`src/rftx_pkg.sv`:
```
// rftx_pkg: register map, field layout, reset values and codes of the rf transmitter drive block
// assumes: apb slave with 32-bit data, registers one aligned word each, byte address = 4 * index
package rftx_pkg;

    // register indices as printed, byte address is four times the index
    localparam logic [7:0]  DRV_IDX       = 8'h28;
    localparam logic [7:0]  AMP_IDX       = 8'h29;
    localparam logic [7:0]  MOD_IDX       = 8'h2A;
    localparam logic [7:0]  OVS_IDX       = 8'h2B;
    localparam logic [11:0] DRV_ADDR      = {2'h0, DRV_IDX, 2'h0};
    localparam logic [11:0] AMP_ADDR      = {2'h0, AMP_IDX, 2'h0};
    localparam logic [11:0] MOD_ADDR      = {2'h0, MOD_IDX, 2'h0};
    localparam logic [11:0] OVS_ADDR      = {2'h0, OVS_IDX, 2'h0};

    // driver output control fields
    localparam int          DRV_OUT2_INV  = 7;
    localparam int          DRV_OUT1_INV  = 6;
    localparam int          DRV_ON        = 3;
    localparam int          DRV_SEL_LSB   = 0;
    localparam logic [7:0]  DRV_WMASK     = 8'hCF;
    // amplitude fields
    localparam int          AMP_RED_LSB   = 6;
    localparam int          AMP_RES_LSB   = 0;
    localparam logic [7:0]  AMP_WMASK     = 8'hDF;
    // modulation control fields
    localparam int          MOD_OVS_LSB   = 4;
    localparam int          MOD_MAX       = 3;
    localparam int          MOD_INV       = 2;
    localparam int          MOD_SRC_LSB   = 0;
    // overshoot and load fields
    localparam int          OVS_FIRST_LSB = 4;
    localparam int          OVS_TRIM_LSB  = 0;

    // reset values
    localparam logic [7:0]  DRV_RST       = 8'h00;
    localparam logic [7:0]  AMP_RST       = 8'h00;
    localparam logic [7:0]  MOD_RST       = 8'h00;
    localparam logic [7:0]  OVS_RST       = 8'h00;

    // output drive select codes
    localparam logic [2:0]  DRIVE_OPEN_DRAIN = 3'h0;
    localparam logic [2:0]  DRIVE_PUSH_PULL  = 3'h1;
    localparam logic [2:0]  DRIVE_HIGH_Z     = 3'h2;
    localparam logic [2:0]  DRIVE_FIX_LOW    = 3'h4;
    localparam logic [2:0]  DRIVE_FIX_HIGH   = 3'h5;

    // modulation source codes
    localparam logic [1:0]  SRC_NONE      = 2'h0;
    localparam logic [1:0]  SRC_ENVELOPE  = 2'h1;
    localparam logic [1:0]  SRC_SERIAL    = 2'h2;

    // carrier level reduction in mV, per code
    localparam int          RED_MV_0      = 100;
    localparam int          RED_MV_1      = 250;
    localparam int          RED_MV_2      = 500;
    localparam int          RED_MV_3      = 1000;

endpackage : rftx_pkg

```
`src/rftx_pin_drive.sv`:
```
// rftx_pin_drive: one antenna driver pin, polarity, enable and drive style
// assumes: carrier and modulation are synchronous to core_clk_i
`timescale 1ns/1ps
module rftx_pin_drive (
    // clock and reset
    input  wire logic       core_clk_i,
    input  wire logic       rst_n_i,
    // control
    input  wire logic       invert_i,
    input  wire logic       outputs_on_i,
    input  wire logic [2:0] drive_select_i,
    input  wire logic       level_i,
    // pin
    output logic            pin_o,
    output logic            pin_oe_o
);

    logic lvl;
    logic pin_nxt;
    logic oe_nxt;

    assign lvl = level_i ^ invert_i;

    always_comb begin
        pin_nxt = 1'b0;
        oe_nxt  = 1'b0;
        if (outputs_on_i) begin
            unique case (drive_select_i)
                rftx_pkg::DRIVE_OPEN_DRAIN: begin
                    pin_nxt = 1'b0;
                    oe_nxt  = ~lvl;
                end
                rftx_pkg::DRIVE_PUSH_PULL: begin
                    pin_nxt = lvl;
                    oe_nxt  = 1'b1;
                end
                rftx_pkg::DRIVE_FIX_LOW: begin
                    pin_nxt = invert_i;
                    oe_nxt  = 1'b1;
                end
                rftx_pkg::DRIVE_FIX_HIGH: begin
                    pin_nxt = ~invert_i;
                    oe_nxt  = 1'b1;
                end
                // high impedance and the unsupported codes leave the pin floating
                default: begin
                    pin_nxt = 1'b0;
                    oe_nxt  = 1'b0;
                end
            endcase
        end
    end

    always_ff @(posedge core_clk_i or negedge rst_n_i) begin
        if (!rst_n_i) begin
            pin_o    <= 1'b0;
            pin_oe_o <= 1'b0;
        end else begin
            pin_o    <= pin_nxt;
            pin_oe_o <= oe_nxt;
        end
    end

endmodule : rftx_pin_drive

```
`src/rftx_drive_config.sv`:
```
// rftx_drive_config: apb register bank and modulation path for the two antenna drivers
// assumes: carrier_i and internal_envelope_i are on core_clk_i, external_serial_input_i is a pin
`timescale 1ns/1ps
module rftx_drive_config (
    // clock and reset
    input  wire logic        core_clk_i,
    input  wire logic        rst_n_i,
    // apb slave
    input  wire logic        psel_i,
    input  wire logic        penable_i,
    input  wire logic        pwrite_i,
    input  wire logic [11:0] paddr_i,
    input  wire logic [31:0] pwdata_i,
    output logic      [31:0] prdata_o,
    output logic             pready_o,
    output logic             pslverr_o,
    // modulation sources and carrier
    input  wire logic        carrier_i,
    input  wire logic        internal_envelope_i,
    input  wire logic        external_serial_input_i,
    // analog settings
    output logic      [1:0]  carrier_level_reduce_o,
    output logic             carrier_max_o,
    output logic      [4:0]  residual_carrier_o,
    output logic      [3:0]  overshoot_length_o,
    output logic      [3:0]  overshoot_first_value_o,
    output logic      [3:0]  load_current_trim_o,
    output logic             modulation_o,
    // driver pins
    output logic             driver_pin_one_o,
    output logic             driver_pin_one_oe_o,
    output logic             driver_pin_two_o,
    output logic             driver_pin_two_oe_o
);

    ////////////////////////////////////////////////////////////////////////////////
    // registers

    logic [7:0] drv_r;
    logic [7:0] amp_r;
    logic [7:0] mod_r;
    logic [7:0] ovs_r;
    logic       wr_en;
    logic       hit;
    logic [7:0] rd_nxt;
    logic       sel_drv;
    logic       sel_amp;
    logic       sel_mod;
    logic       sel_ovs;
    logic       wr_drv;
    logic       wr_amp;
    logic       wr_mod;
    logic       wr_ovs;

    // zero wait states: every access completes in its first access cycle
    assign pready_o = 1'b1;
    assign wr_en    = psel_i & penable_i & pwrite_i;

    // one address decoder feeds all four write strobes
    assign sel_drv  = (paddr_i == rftx_pkg::DRV_ADDR);
    assign sel_amp  = (paddr_i == rftx_pkg::AMP_ADDR);
    assign sel_mod  = (paddr_i == rftx_pkg::MOD_ADDR);
    assign sel_ovs  = (paddr_i == rftx_pkg::OVS_ADDR);
    assign wr_drv   = wr_en & sel_drv;
    assign wr_amp   = wr_en & sel_amp;
    assign wr_mod   = wr_en & sel_mod;
    assign wr_ovs   = wr_en & sel_ovs;

    always_comb begin
        hit    = 1'b1;
        rd_nxt = 8'h00;
        unique case (paddr_i)
            rftx_pkg::DRV_ADDR: rd_nxt = drv_r;
            rftx_pkg::AMP_ADDR: rd_nxt = amp_r;
            rftx_pkg::MOD_ADDR: rd_nxt = mod_r;
            rftx_pkg::OVS_ADDR: rd_nxt = ovs_r;
            default:            hit    = 1'b0;
        endcase
    end

    // unmapped addresses answer with an error and zero data
    assign pslverr_o = psel_i & penable_i & ~hit;
    assign prdata_o  = {24'h000000, rd_nxt};

    // reserved bits are masked on the way in, so the read mux needs no mask
    always_ff @(posedge core_clk_i or negedge rst_n_i) begin
        if (!rst_n_i) begin
            drv_r <= rftx_pkg::DRV_RST;
        end else if (wr_drv) begin
            drv_r <= pwdata_i[7:0] & rftx_pkg::DRV_WMASK;
        end
    end

    always_ff @(posedge core_clk_i or negedge rst_n_i) begin
        if (!rst_n_i) begin
            amp_r <= rftx_pkg::AMP_RST;
        end else if (wr_amp) begin
            amp_r <= pwdata_i[7:0] & rftx_pkg::AMP_WMASK;
        end
    end

    always_ff @(posedge core_clk_i or negedge rst_n_i) begin
        if (!rst_n_i) begin
            mod_r <= rftx_pkg::MOD_RST;
        end else if (wr_mod) begin
            mod_r <= pwdata_i[7:0];
        end
    end

    always_ff @(posedge core_clk_i or negedge rst_n_i) begin
        if (!rst_n_i) begin
            ovs_r <= rftx_pkg::OVS_RST;
        end else if (wr_ovs) begin
            ovs_r <= pwdata_i[7:0];
        end
    end

    ////////////////////////////////////////////////////////////////////////////////
    // analog settings

    // settings are registered so the analog stage never sees a decode glitch
    logic carrier_max;
    assign carrier_max = mod_r[rftx_pkg::MOD_MAX];

    // with max carrier set the reduction is forced to zero so it has no effect
    always_ff @(posedge core_clk_i or negedge rst_n_i) begin
        if (!rst_n_i) begin
            carrier_level_reduce_o <= 2'h0;
        end else begin
            carrier_level_reduce_o <= carrier_max ? 2'h0 : amp_r[rftx_pkg::AMP_RED_LSB +: 2];
        end
    end

    always_ff @(posedge core_clk_i or negedge rst_n_i) begin
        if (!rst_n_i) begin
            carrier_max_o <= 1'b0;
        end else begin
            carrier_max_o <= carrier_max;
        end
    end

    always_ff @(posedge core_clk_i or negedge rst_n_i) begin
        if (!rst_n_i) begin
            residual_carrier_o <= 5'h00;
        end else begin
            residual_carrier_o <= amp_r[rftx_pkg::AMP_RES_LSB +: 5];
        end
    end

    always_ff @(posedge core_clk_i or negedge rst_n_i) begin
        if (!rst_n_i) begin
            overshoot_length_o <= 4'h0;
        end else begin
            overshoot_length_o <= mod_r[rftx_pkg::MOD_OVS_LSB +: 4];
        end
    end

    always_ff @(posedge core_clk_i or negedge rst_n_i) begin
        if (!rst_n_i) begin
            overshoot_first_value_o <= 4'h0;
        end else begin
            overshoot_first_value_o <= ovs_r[rftx_pkg::OVS_FIRST_LSB +: 4];
        end
    end

    always_ff @(posedge core_clk_i or negedge rst_n_i) begin
        if (!rst_n_i) begin
            load_current_trim_o <= 4'h0;
        end else begin
            load_current_trim_o <= ovs_r[rftx_pkg::OVS_TRIM_LSB +: 4];
        end
    end

    ////////////////////////////////////////////////////////////////////////////////
    // modulation path

    logic serial_meta_r;
    logic serial_sync_r;
    logic mod_sel;
    logic carrier_prev_r;
    logic mod_prev_r;
    logic [3:0] ext_cnt_r;
    logic mod_eff;

    logic [3:0] ovs_len;
    logic       mod_fall;
    logic       ext_act;

    // the serial input is a pin, so it is resynchronised first
    always_ff @(posedge core_clk_i or negedge rst_n_i) begin
        if (!rst_n_i) begin
            serial_meta_r <= 1'b0;
            serial_sync_r <= 1'b0;
        end else begin
            serial_meta_r <= external_serial_input_i;
            serial_sync_r <= serial_meta_r;
        end
    end

    always_comb begin
        mod_sel = 1'b0;
        unique case (mod_r[rftx_pkg::MOD_SRC_LSB +: 2])
            rftx_pkg::SRC_NONE:     mod_sel = 1'b0;
            rftx_pkg::SRC_ENVELOPE: mod_sel = internal_envelope_i;
            rftx_pkg::SRC_SERIAL:   mod_sel = serial_sync_r;
            default:                mod_sel = 1'b0;
        endcase
    end

    // carrier and source history for the edge and fall detectors
    always_ff @(posedge core_clk_i or negedge rst_n_i) begin
        if (!rst_n_i) begin
            carrier_prev_r <= 1'b0;
        end else begin
            carrier_prev_r <= carrier_i;
        end
    end

    always_ff @(posedge core_clk_i or negedge rst_n_i) begin
        if (!rst_n_i) begin
            mod_prev_r <= 1'b0;
        end else begin
            mod_prev_r <= mod_sel;
        end
    end

    assign ovs_len  = mod_r[rftx_pkg::MOD_OVS_LSB +: 4];
    assign mod_fall = mod_prev_r & ~mod_sel;

    // modulation is extended by overshoot_length carrier cycles after it ends
    always_ff @(posedge core_clk_i or negedge rst_n_i) begin
        if (!rst_n_i) begin
            ext_cnt_r <= 4'h0;
        end else if (mod_fall) begin
            ext_cnt_r <= ovs_len;
        end else if (ext_cnt_r != 4'h0 && carrier_i && !carrier_prev_r) begin
            ext_cnt_r <= ext_cnt_r - 4'h1;
        end
    end

    // the fall cycle already counts as extension, so no gap opens before the counter loads
    assign ext_act = (ext_cnt_r != 4'h0) | (mod_fall & (ovs_len != 4'h0));

    // inversion is applied after the source choice, as one stage
    assign mod_eff = (mod_sel | ext_act) ^ mod_r[rftx_pkg::MOD_INV];

    always_ff @(posedge core_clk_i or negedge rst_n_i) begin
        if (!rst_n_i) begin
            modulation_o <= 1'b0;
        end else begin
            modulation_o <= mod_eff;
        end
    end

    ////////////////////////////////////////////////////////////////////////////////
    // driver pins

    logic [1:0] pin_inv;
    logic [1:0] pin_val;
    logic [1:0] pin_oe;

    // index 0 is driver pin one, index 1 driver pin two
    assign pin_inv = {drv_r[rftx_pkg::DRV_OUT2_INV], drv_r[rftx_pkg::DRV_OUT1_INV]};

    // both pins share enable and drive style; only their inversion differs
    // unsupported drive codes (software must avoid) fall to high impedance
    for (genvar g = 0; g < 2; g++) begin : g_pin
        rftx_pin_drive u_pin (
            .core_clk_i     (core_clk_i),
            .rst_n_i        (rst_n_i),
            .invert_i       (pin_inv[g]),
            .outputs_on_i   (drv_r[rftx_pkg::DRV_ON]),
            .drive_select_i (drv_r[rftx_pkg::DRV_SEL_LSB +: 3]),
            .level_i        (carrier_i),
            .pin_o          (pin_val[g]),
            .pin_oe_o       (pin_oe[g])
        );
    end

    assign driver_pin_one_o    = pin_val[0];
    assign driver_pin_one_oe_o = pin_oe[0];
    assign driver_pin_two_o    = pin_val[1];
    assign driver_pin_two_oe_o = pin_oe[1];

endmodule : rftx_drive_config

```
`config.mk`:
```
export PLATFORM = sky130hd
export DESIGN_NAME = rftx_drive_config
export DESIGN_NICKNAME = d
export VERILOG_FILES = /design/src/rftx_pkg.sv /design/src/rftx_pin_drive.sv /design/src/rftx_drive_config.sv
export SDC_FILE = /design/constraint.sdc
export NUM_CORES = 1
export LEC_CHECK = 0
export ABC_AREA = 0
export CORE_MARGIN = 3
export CORE_UTILIZATION = 35
export DETAILED_ROUTE_END_ITERATION = 8
export DONT_BUFFER_PORTS = 1
export GPL_TIMING_DRIVEN = 0
export RECOVER_POWER = 25
export SETUP_SLACK_MARGIN = 0.3
export SLEW_MARGIN = 10
export SYNTH_ARGS = -nofsm -noshare
export SYNTH_HDL_FRONTEND = slang
export SYNTH_SLANG_ARGS = --single-unit
```
`constraint.sdc`:
```
create_clock -name core_clk_i -period 4.55 [get_ports core_clk_i]
set_input_delay 0.6825 -clock core_clk_i [delete_from_list [all_inputs] [get_ports core_clk_i]]
set_output_delay 0.6825 -clock core_clk_i [all_outputs]
set_load 0.02 [all_outputs]
```
==> reports/metrics.yaml, run 1 <==
synth:
  async_reset_ff_share_pct: 100.0
  postSynthAreaPerCell_um2: 13.01
  yosysSeqAreaShare_pct: 56.24
  synth_cell_type_count: 38
  syn-cell-area_um2: 2759
  yosysWarnings: 0
  ys_seq_elements: 62
  synth_edf_count: 0
  syn_inst: 212
  synth_top_flop_cell: "dfrtp_1"
setup_path:
  start_kind: "input pin"
  arrival_ns: 2.39
  critPathKind: "in -> out"
  end_kind: "primary output"
  worst-endpoint-required_ns: 3.87
  worstPathMaxFanout: 9
final_layout:
  final_cell_mix: "dfrtp_1, mux2_2, buf_4, conb_1"
  final_common_cell: "dfrtp_1"
  antennaDiodeCount: 0
  nNetsFinal: 301
  area_growth_pct: 14.38
  drive_above_1_share_pct: 31.20
clocking:
  post_cts_buffers: 0
  cts_tree: "built"
  cts-hold-fix-buffers: 0
  cts.htree.levels: 3
  clock_latency_ns: 0.33
  cts_made_buffers: 9
  cts-root-buf: "clkbuf_8"
  clock-sinks: 62
  clk_path_buf_depth: 2
  cts.reportedPaths.clkPinSlew_ns: 0.07
  cts_resized: 0
timing:
  rsz0062_at_grt: "no"
  finalHoldViolations: 0
  whs_ns: 0.04047
  postLayoutSetupSlackWorst_ns: 1.479
  maxSlewHeadroom_pct: 40.68
  finalClockSkew_ns: 0.005787
  fin_setup_tns_ns: 0
  timing.final.crit_period_ns: 3.071
  fmax_ghz: 0.3256
  max_slew.worst_pin.slew_ns: 0.8805
  maxSlewViolCount: 0
  fin_crit_sh_pct: 67.50
  finalSetupViolCount: 0
route:
  wl_met3_um: 506
  met1_length_mm: 2.353
  top_layer: "met4"
  dr.pass1.iters: 4
  wl_per_cell_um: 16.26
  drcViolationCount: 0
  vias_per_cell: 4.719
  wl_met2_mm: 2.724
  vias: 1647
  ant_nets: 0
  finalWirelength_mm: 5.673
  drt_iter0_markers: 52
min_path:
  min_path_type: "in -> async"
run:
  cap_violations: 0
floorplanning:
  row_count: 31
  die_w_um: 94.79
  core-area_um2: 7447
  die_h_um: 94.79
  ios: 111
  start_util_pct: 37.05
  die-area_um2: 8984
pwr:
  peakVddDrop_mv: 0.1369
  pwr_density_cell_nw_per_um2: 367.0
  p_leak_nw: 1.541
place:
  pre_cts_ws_ns: 1.430
  place.detailed.hpwl_mm: 4.193
  routabilityCongestion: 0.7478
  io_buffers: 0
grt:
  antenna_found_initial: 0
  grt_pass1_wl_mm: 8.873
  grt_pass1_vias: 1656
  overflow: 0
  grt_max_degree: 63
  grt_use_total_pct: 13.50
status:
  status: "finished, final reports clean"
## cells by family (layout without fill, tap and decap cells)
kind of cell    Yosys count  in the layout  synth area share [%]
flops                    62             62                 56.24
simple gates             43             43                 11.66
compound gates           34             34                 8.118
mux                      33             33                 13.38
buf+inv                  31             46                 7.710
xor+xnor                  4              4                 1.270
fa+ha+maj                 3              3                 1.361
other cells               2             25                0.2722
## registers in the layout, indices dropped and copies added (netlist names), 5 cells and up
register and flops:
drv_r 6, mod_r 8, ovs_r 8, amp_r 7, residual_carrier_o 5
## power by group
group	total, W	leakage, nW	internal (W)	switching (W)
combinational	0.000111	0.598	0.0000540	0.0000570
clock	0.000452	0.0958	0.000255	0.000197
sequential	0.000595	0.848	0.000574	0.0000208
total	0.00116	1.54	0.000883	0.000275
## area by class of cell
type,count,area [um2]
Clock buffer,15,186.4
Buffer,27,197.7
Fill cell,709,4292
Tap cell,99,123.9
Sequential cell,62,1551
Inverter,4,15.01
Multi-Input combinational cell,142,1081
## stage by stage
stage	util (%)	cell area, um2	power [W]	instances
finish	42.37	3156	0.001158	349
global route	42.37	3156	0.001211	349
CTS	42.37	3156	0.001171	349
detailed placement	39.87	2969	0.0007162	334
global placement	39.87	2969	0.0007123	334
floorplan	-	2845	0.0007006	235
## metal layers
layer,up-vias,GRT usage (%)
met5,-,0
met4,0,4.928
met3,8,6.454
met2,62,20.67
met1,798,16.56
li1,779,-
## critical path: stages
cell	delay, ns
or4_1	0.59
nor3_2	0.56
a32oi_1	0.23
o21ai_0	0.33
## worst paths after layout
check / startpoint / end / slack, ns / cells after the start
min reg2reg: serial_meta_r / serial_sync_r / 0.36 / 0
min in group core_clk_i: serial_meta_r / serial_sync_r / 0.36 / 0
max reg2reg: ext_cnt_r[0] / ext_cnt_r[1] / 2.98 / 6
min: rst_n_i / ext_cnt_r[0] / 0.04 / 0
max in group asynchronous: rst_n_i / load_current_trim_o[1] / 4.40 / 0
max: paddr_i[9] / prdata_o[1] / 1.48 / 4
## cell usage after synthesis, types with 2 or more instances
library cell  instances  area [um2]
nor3b_1               2       15.01
nor4_4                3       63.81
ha_1                  3       37.54
dfrtp_1              62        1551
buf_2                 2       10.01
inv_1                 4       15.01
buf_4                25       187.7
mux2_2               29       326.6
o21ai_0               7       35.03
nor2_1               13       48.80
conb_1                2       7.510
a21oi_1               9       45.04
nand2b_1              3       18.77
a32oi_1               6       52.55
mux2i_1               2       20.02
nor2b_1               4       25.02
nand3b_1              2       15.01
nand2_1               4       15.01
xor2_1                3       26.28
mux2_1                2       22.52
a22oi_1               8       60.06
(Power assumes the default switching activity.)
==> inputs of run 2 (changes only) <==
--- a/config.mk
+++ b/config.mk
@@ -5,7 +5,7 @@
 export SDC_FILE = /design/constraint.sdc
 export NUM_CORES = 1
 export LEC_CHECK = 0
-export ABC_AREA = 0
+export ABC_AREA = 1
 export CORE_MARGIN = 3
 export CORE_UTILIZATION = 35
 export DETAILED_ROUTE_END_ITERATION = 8
==> constraint.sdc (replaced) <==
create_clock -name core_clk_i -period 2.75 [get_ports core_clk_i]
set_input_delay 0.4125 -clock core_clk_i [delete_from_list [all_inputs] [get_ports core_clk_i]]
set_output_delay 0.4125 -clock core_clk_i [all_outputs]
set_load 0.02 [all_outputs]
==> run 2 against run 1 <==
- clock power up 86%
- clock skew up 0.0042 ns
- first-iteration DRC count up 81%
- power up 62%
- register-to-register slack worse by 1.8 ns
- critical path depth up 4
- final area up 11%
==> reports/metrics.yaml, run 2 <==
status:
  status: "finished, final reports clean"
timing:
  maxSlewHeadroom_pct: 1.060
  maxSlewViolCount: 0
  fmax_ghz: 0.5314
  whs_ns: 0.09752
  fin_crit_sh_pct: 68.42
  finalClockSkew_ns: 0.01002
  timing.final.crit_period_ns: 1.882
  max_slew.worst_pin.slew_ns: 1.484
  finalSetupViolCount: 0
  rsz0062_at_grt: "no"
  fin_setup_tns_ns: 0
  finalHoldViolations: 0
setup_path:
  worst-endpoint-required_ns: 2.34
  path_cells: "nor2_1, nand2_1, nor2_8, buf_4, nand3_1, nand2_1, inv_1, nand2_1"
  critPathSlowestCell: "nor2_8"
  start_kind: "input pin"
  arrival_ns: 1.47
  worst_path_most_repeated_cell: "nand2_1"
  end_kind: "primary output"
  worstPathMaxFanout: 10
  cp_slowest_stage_delay_ns: 0.22
  critPathKind: "in -> out"
place:
  place.detailed.hpwl_mm: 4.810
  io_buffers: 0
  place_area_um2: 3284
  routabilityCongestion: 0.7729
  dp.cells: 455
final_layout:
  seq_area_um2: 1551
  final_cell_mix: "nand2_1, dfrtp_1, nand3_1"
  finalNonFillerCells: 472
  multiInputGateArea_um2: 1196
  fill_cells: 835
  drive_above_1_share_pct: 23.71
  final_common_cell: "nand2_1"
  nNetsFinal: 418
  antennaDiodeCount: 0
  reg_top3: "mod_r: 8 flops, ovs_r: 8 flops, amp_r: 7 flops"
  fin_area_um2: 3502
  area_growth_pct: 14.20
clocking:
  cts.htree.levels: 3
  cts_tree: "built"
  cts-root-buf: "clkbuf_8"
  clock-sinks: 62
  clk_path_buf_depth: 2
  cts_resized: 0
  cts.reportedPaths.clkPinSlew_ns: 0.07
  clock_latency_ns: 0.34
  post_cts_buffers: 0
  cts_made_buffers: 9
grt:
  overflow: 0
  grt_pass1_wl_mm: 10.81
  antenna_found_initial: 0
  grt_pass1_vias: 2071
  grt_max_degree: 63
  grt_use_total_pct: 14.33
route:
  drt_iter0_markers: 94
  dr.pass1.iters: 4
  drcViolationCount: 0
  vias: 2184
  wl_per_cell_um: 13.98
  ant_nets: 0
  vias_per_cell: 4.627
  finalWirelength_mm: 6.599
synth:
  syn-cell-area_um2: 3067
  syn_inst: 327
  postSynthAreaPerCell_um2: 9.378
  synth_top_area_share_pct: 50.59
  synth_top_flop_cell: "dfrtp_1"
  synth_cell_type_count: 27
  yosysSeqAreaShare_pct: 50.59
  yosys.area.top_type: "dfrtp_1"
  async_reset_ff_share_pct: 100.0
  synth.most_common_cell: "nand2_1"
  synth_common_cells: "nand2_1, dfrtp_1, nand3_1, inv_1, buf_4"
  synth_area_leaders: "dfrtp_1, nand2_1, nand3_1, buf_4, o21ai_2"
  ys_seq_elements: 62
  synth_edf_count: 0
  yosysWarnings: 0
pwr:
  peakVddDrop_mv: 0.1991
  pwr_density_cell_nw_per_um2: 534.7
  p_leak_nw: 1.878
min_path:
  min_path_type: "in -> reg"
floorplanning:
  die_w_um: 99.61
  die-area_um2: 9921
  start_util_pct: 36.59
  ios: 111
  core-area_um2: 8382
  die_h_um: 99.61
  row_count: 33
run:
  cap_violations: 0
==> run 2: area by class of cell <==
| type | count | share of cell area (%) |
|---|---|---|
| clock inverters | 5 | 2.144 |
| clock buffers | 10 | 3.644 |
| repair buffers | 2 | 0.4287 |
| multi-input cells | 215 | 34.16 |
| well taps | 105 | 3.751 |
| flip-flops and latches | 62 | 44.30 |
| inverters | 41 | 4.466 |
| plain buffers | 32 | 7.110 |
==> run 2: per-stage QoR <==
step                      util [%]  setup slack [ns]  total power, W
after detailed placement     39.18            0.8497        0.001033
after global routing         41.78            0.4936        0.001946
after CTS                    42.05            0.8500        0.001900
after global placement       39.18            0.8740        0.001032
final                        41.78            0.8683        0.001873
after floorplan                  -             1.025        0.001024
==> run 2: worst max-delay path, delay by kind of cell <==
kind	cells	cell delay [ns]
buffers and inverters	2	0.25
and+or+nand+nor	6	0.79
==> run 2: timing repair <==
item	in CTS	in global routing
hold endpoints to repair	62	0
hold buffers	2	0
setup endpoints to repair	0	0
==> run 2: worst paths after layout <==
kind | start | end | slack, ns | cells after the start
setup / recovery | paddr_i[11] | prdata_o[1] | 0.87 | 8
hold / removal | external_serial_input_i | serial_meta_r | 0.1 | 0
setup reg to reg | mod_r[0] | ext_cnt_r[0] | 1.18 | 8
hold reg to reg | serial_meta_r | serial_sync_r | 0.35 | 0
max in group asynchronous | rst_n_i | g_pin[1].u_pin.pin_o | 0.88 | 2
min in group asynchronous | rst_n_i | mod_r[4] | 0.99 | 2
==> run 2: cell families (layout without fill, tap and decap cells) <==
group                      count (synthesis)  after routing  share of synthesized area (%)
other                                      2             25                         0.2449
DFF                                       62             62                          50.59
AOI/OAI and AO/OA                         37             37                          8.690
buffers and inverters                     73             90                          13.22
and+or+nand+nor                          146            146                          24.89
xor gates and xnor gates                   4              4                          1.143
adders and majority gates                  3              3                          1.224
==> run 2: metal layers <==
layer | routed length, um | share of wire [%] | up-vias | GRT usage, %
met4 | 70 | 1.1 | 0 | 4.097
met2 | 3237 | 49 | 79 | 22.73
li1 | - | - | 1058 | -
met3 | 562 | 8.5 | 8 | 5.470
met5 | 0 | 0 | - | 0
met1 | 2729 | 41 | 1039 | 18.25
==> run 2: power breakdown <==
part           internal [W]  switching [W]
Clock              0.000501       0.000338
Combinational     0.0000347      0.0000822
Sequential         0.000915     0.00000187
Total               0.00145       0.000422
==> inputs of run 3 (changes only) <==
==> constraint.sdc (replaced) <==
create_clock -name core_clk_i -period 1.7 [get_ports core_clk_i]
set_input_delay 0.255 -clock core_clk_i [delete_from_list [all_inputs] [get_ports core_clk_i]]
set_output_delay 0.255 -clock core_clk_i [all_outputs]
set_load 0.02 [all_outputs]
==> run 3 against run 2 <==
- the flow now finishes with violations (hold timing)
- die area unchanged
- final area increased by 6.5%
- via count increased by 0.96%
- clock-buffer cell count increased by 3
- clock skew decreased by 0.0027 ns
- worst hold slack got worse by 0.49 ns
- core utilization increased by 2.7 points
- worst setup slack got worse by 0.57 ns
- critical path type unchanged
- wire length increased by 2.2%
- power increased by 50%
- combinational power increased by 46%
==> reports/metrics.yaml, run 3 (same netlist as run 2, synthesis figures left out) <==
grt:
  grt_max_degree: 63
  grt_pass1_wl_mm: 10.32
  antenna_found_initial: 0
  grt_pass1_vias: 2050
  grt_use_total_pct: 13.73
  overflow: 0
  use_met2_pct: 22.73
  globalRouteMet1Util_pct: 16.48
  use_met3_pct: 5.470
  top_usage_layer: "met2"
setup_path:
  end_kind: "primary output"
  start_kind: "input pin"
  critPathKind: "in -> out"
  arrival_ns: 1.15
  worst-endpoint-required_ns: 1.44
  worstPathMaxFanout: 7
floorplanning:
  die_w_um: 99.61
  ios: 111
  start_util_pct: 36.59
  core-area_um2: 8382
  row_count: 33
  die_h_um: 99.61
  die-area_um2: 9921
timing:
  finalClockSkew_ns: 0.007350
  fmax_ghz: 0.7122
  rsz0062_at_grt: "yes"
  fin_setup_tns_ns: 0
  whs_ns: -0.3954
  timing.final.crit_period_ns: 1.404
  maxSlewViolCount: 0
  fin_crit_sh_pct: 82.60
  finalSetupViolCount: 0
  finalHoldViolations: 62
final_layout:
  final_cell_mix: "dfrtp_1, nand2_1, nand3_1"
  final_common_cell: "dfrtp_1"
  area_growth_pct: 21.62
  drive_above_1_share_pct: 34.76
  fill_cells: 815
  nNetsFinal: 426
  reg_top3: "mod_r: 8 flops, ovs_r: 8 flops, amp_r: 7 flops"
  antennaDiodeCount: 0
route:
  finalWirelength_mm: 6.745
  dr.pass1.iters: 4
  vias: 2205
  drt_iter0_markers: 60
  vias_per_cell: 4.603
  ant_nets: 0
  drcViolationCount: 0
  wl_per_cell_um: 14.08
status:
  violations: "hold timing"
  status: "finished, violations left"
clocking:
  cts-root-buf: "clkbuf_8"
  clock_latency_ns: 0.34
  clk_path_buf_depth: 2
  cts_made_buffers: 9
  cts.htree.levels: 3
  clock-sinks: 62
  cts.reportedPaths.clkPinSlew_ns: 0.06
  cts-hold-fix-buffers: 2
  cts_tree: "built"
min_path:
  min_path_type: "in -> async"
pwr:
  p_leak_nw: 1.941
  peakVddDrop_mv: 0.2895
  pwr_density_cell_nw_per_um2: 751.7
run:
  cap_violations: 0
place:
  routabilityCongestion: 0.8006
  io_buffers: 0
  place.detailed.hpwl_mm: 4.708
[run 3: changes by cell type in the layout (fill, tap and decap cells not counted), moves of 3 or more]
cell,change
nand2_1,-13
inv_1,-10
inv_2,+10
nand2_4,+8
nand2_2,+6
nand3_1,-5
nand3_2,+5
nor2_1,-4
clkbuf_8,+3
dfrtp_1,-3
dfrtp_2,+3
[run 3: final timing paths]
path / from / endpoint / slack, ns / cells past startpoint
setup / recovery: paddr_i[9] / prdata_o[6] / 0.30 / 8
hold / removal: rst_n_i / overshoot_length_o[2] / -0.40 / 0
setup reg to reg: mod_r[0] / ext_cnt_r[1] / 0.39 / 8
hold reg to reg: serial_meta_r / serial_sync_r / 0.35 / 0
max in group asynchronous: rst_n_i / drv_r[7] / 1.99 / 0
min in group core_clk_i: pwdata_i[5] / mod_r[5] / 0.09 / 2
[run 3: through the flow]
stage               util, %  worst slack (ns)  cell area (um2)  total power (W)  std cells
global route          44.50            0.2449             3730         0.002900        479
CTS                   42.23            0.3031             3540         0.002826        474
finish                44.50            0.2958             3730         0.002804        479
global placement      39.36            0.1966             3299         0.001668        455
floorplan                 -            0.3293             3168         0.001657        350
detailed placement    39.36            0.1697             3299         0.001670        455
[run 3: cell type report]
type | instances | area, um2 | area share [%]
Buffer | 32 | 267.8 | 7.179
Clock buffer | 13 | 168.9 | 4.529
Clock inverter | 1 | 5.005 | 0.1342
Inverter | 41 | 156.4 | 4.193
Multi-Input combinational cell | 216 | 1334 | 35.76
Sequential cell | 62 | 1555 | 41.70
Tap cell | 105 | 131.4 | 3.522
Timing Repair Buffer | 9 | 111.4 | 2.986
[run 3: power by group]
part / switching, W / leakage [nW] / internal [W] / total, W
Clock: 0.000518 / 0.0914 / 0.000630 / 0.00115
Sequential: 0.00000308 / 0.855 / 0.00148 / 0.00148
Combinational: 0.000109 / 0.995 / 0.0000619 / 0.000171
Total: 0.000631 / 1.94 / 0.00217 / 0.00280
[run 3: critical path, cell delays in order]
cell and delay [ns]:
nor2_2 0.09, nand2_2 0.09, nor2_8 0.21, buf_8 0.16, nand3_1 0.07, nand2_1 0.09, inv_1 0.05, nand2_2 0.13
[run 3: routing by layer]
| metal | up-vias | part of all wire (%) |
|---|---|---|
| li1 | 1075 | - |
| met1 | 1046 | 43 |
| met2 | 74 | 49 |
| met3 | 10 | 7.1 |
| met4 | 0 | 1.2 |
| met5 | - | 0 |
[run 3: timing repair]
item / CTS / global route
endpoints found under the hold margin: 64 / 62
resized for setup: 8 / 41
setup buffers: 2 / 2
endpoints found under the setup margin: 13 / 13
pin swaps: 2 / 18
gates cloned: 1 / 3
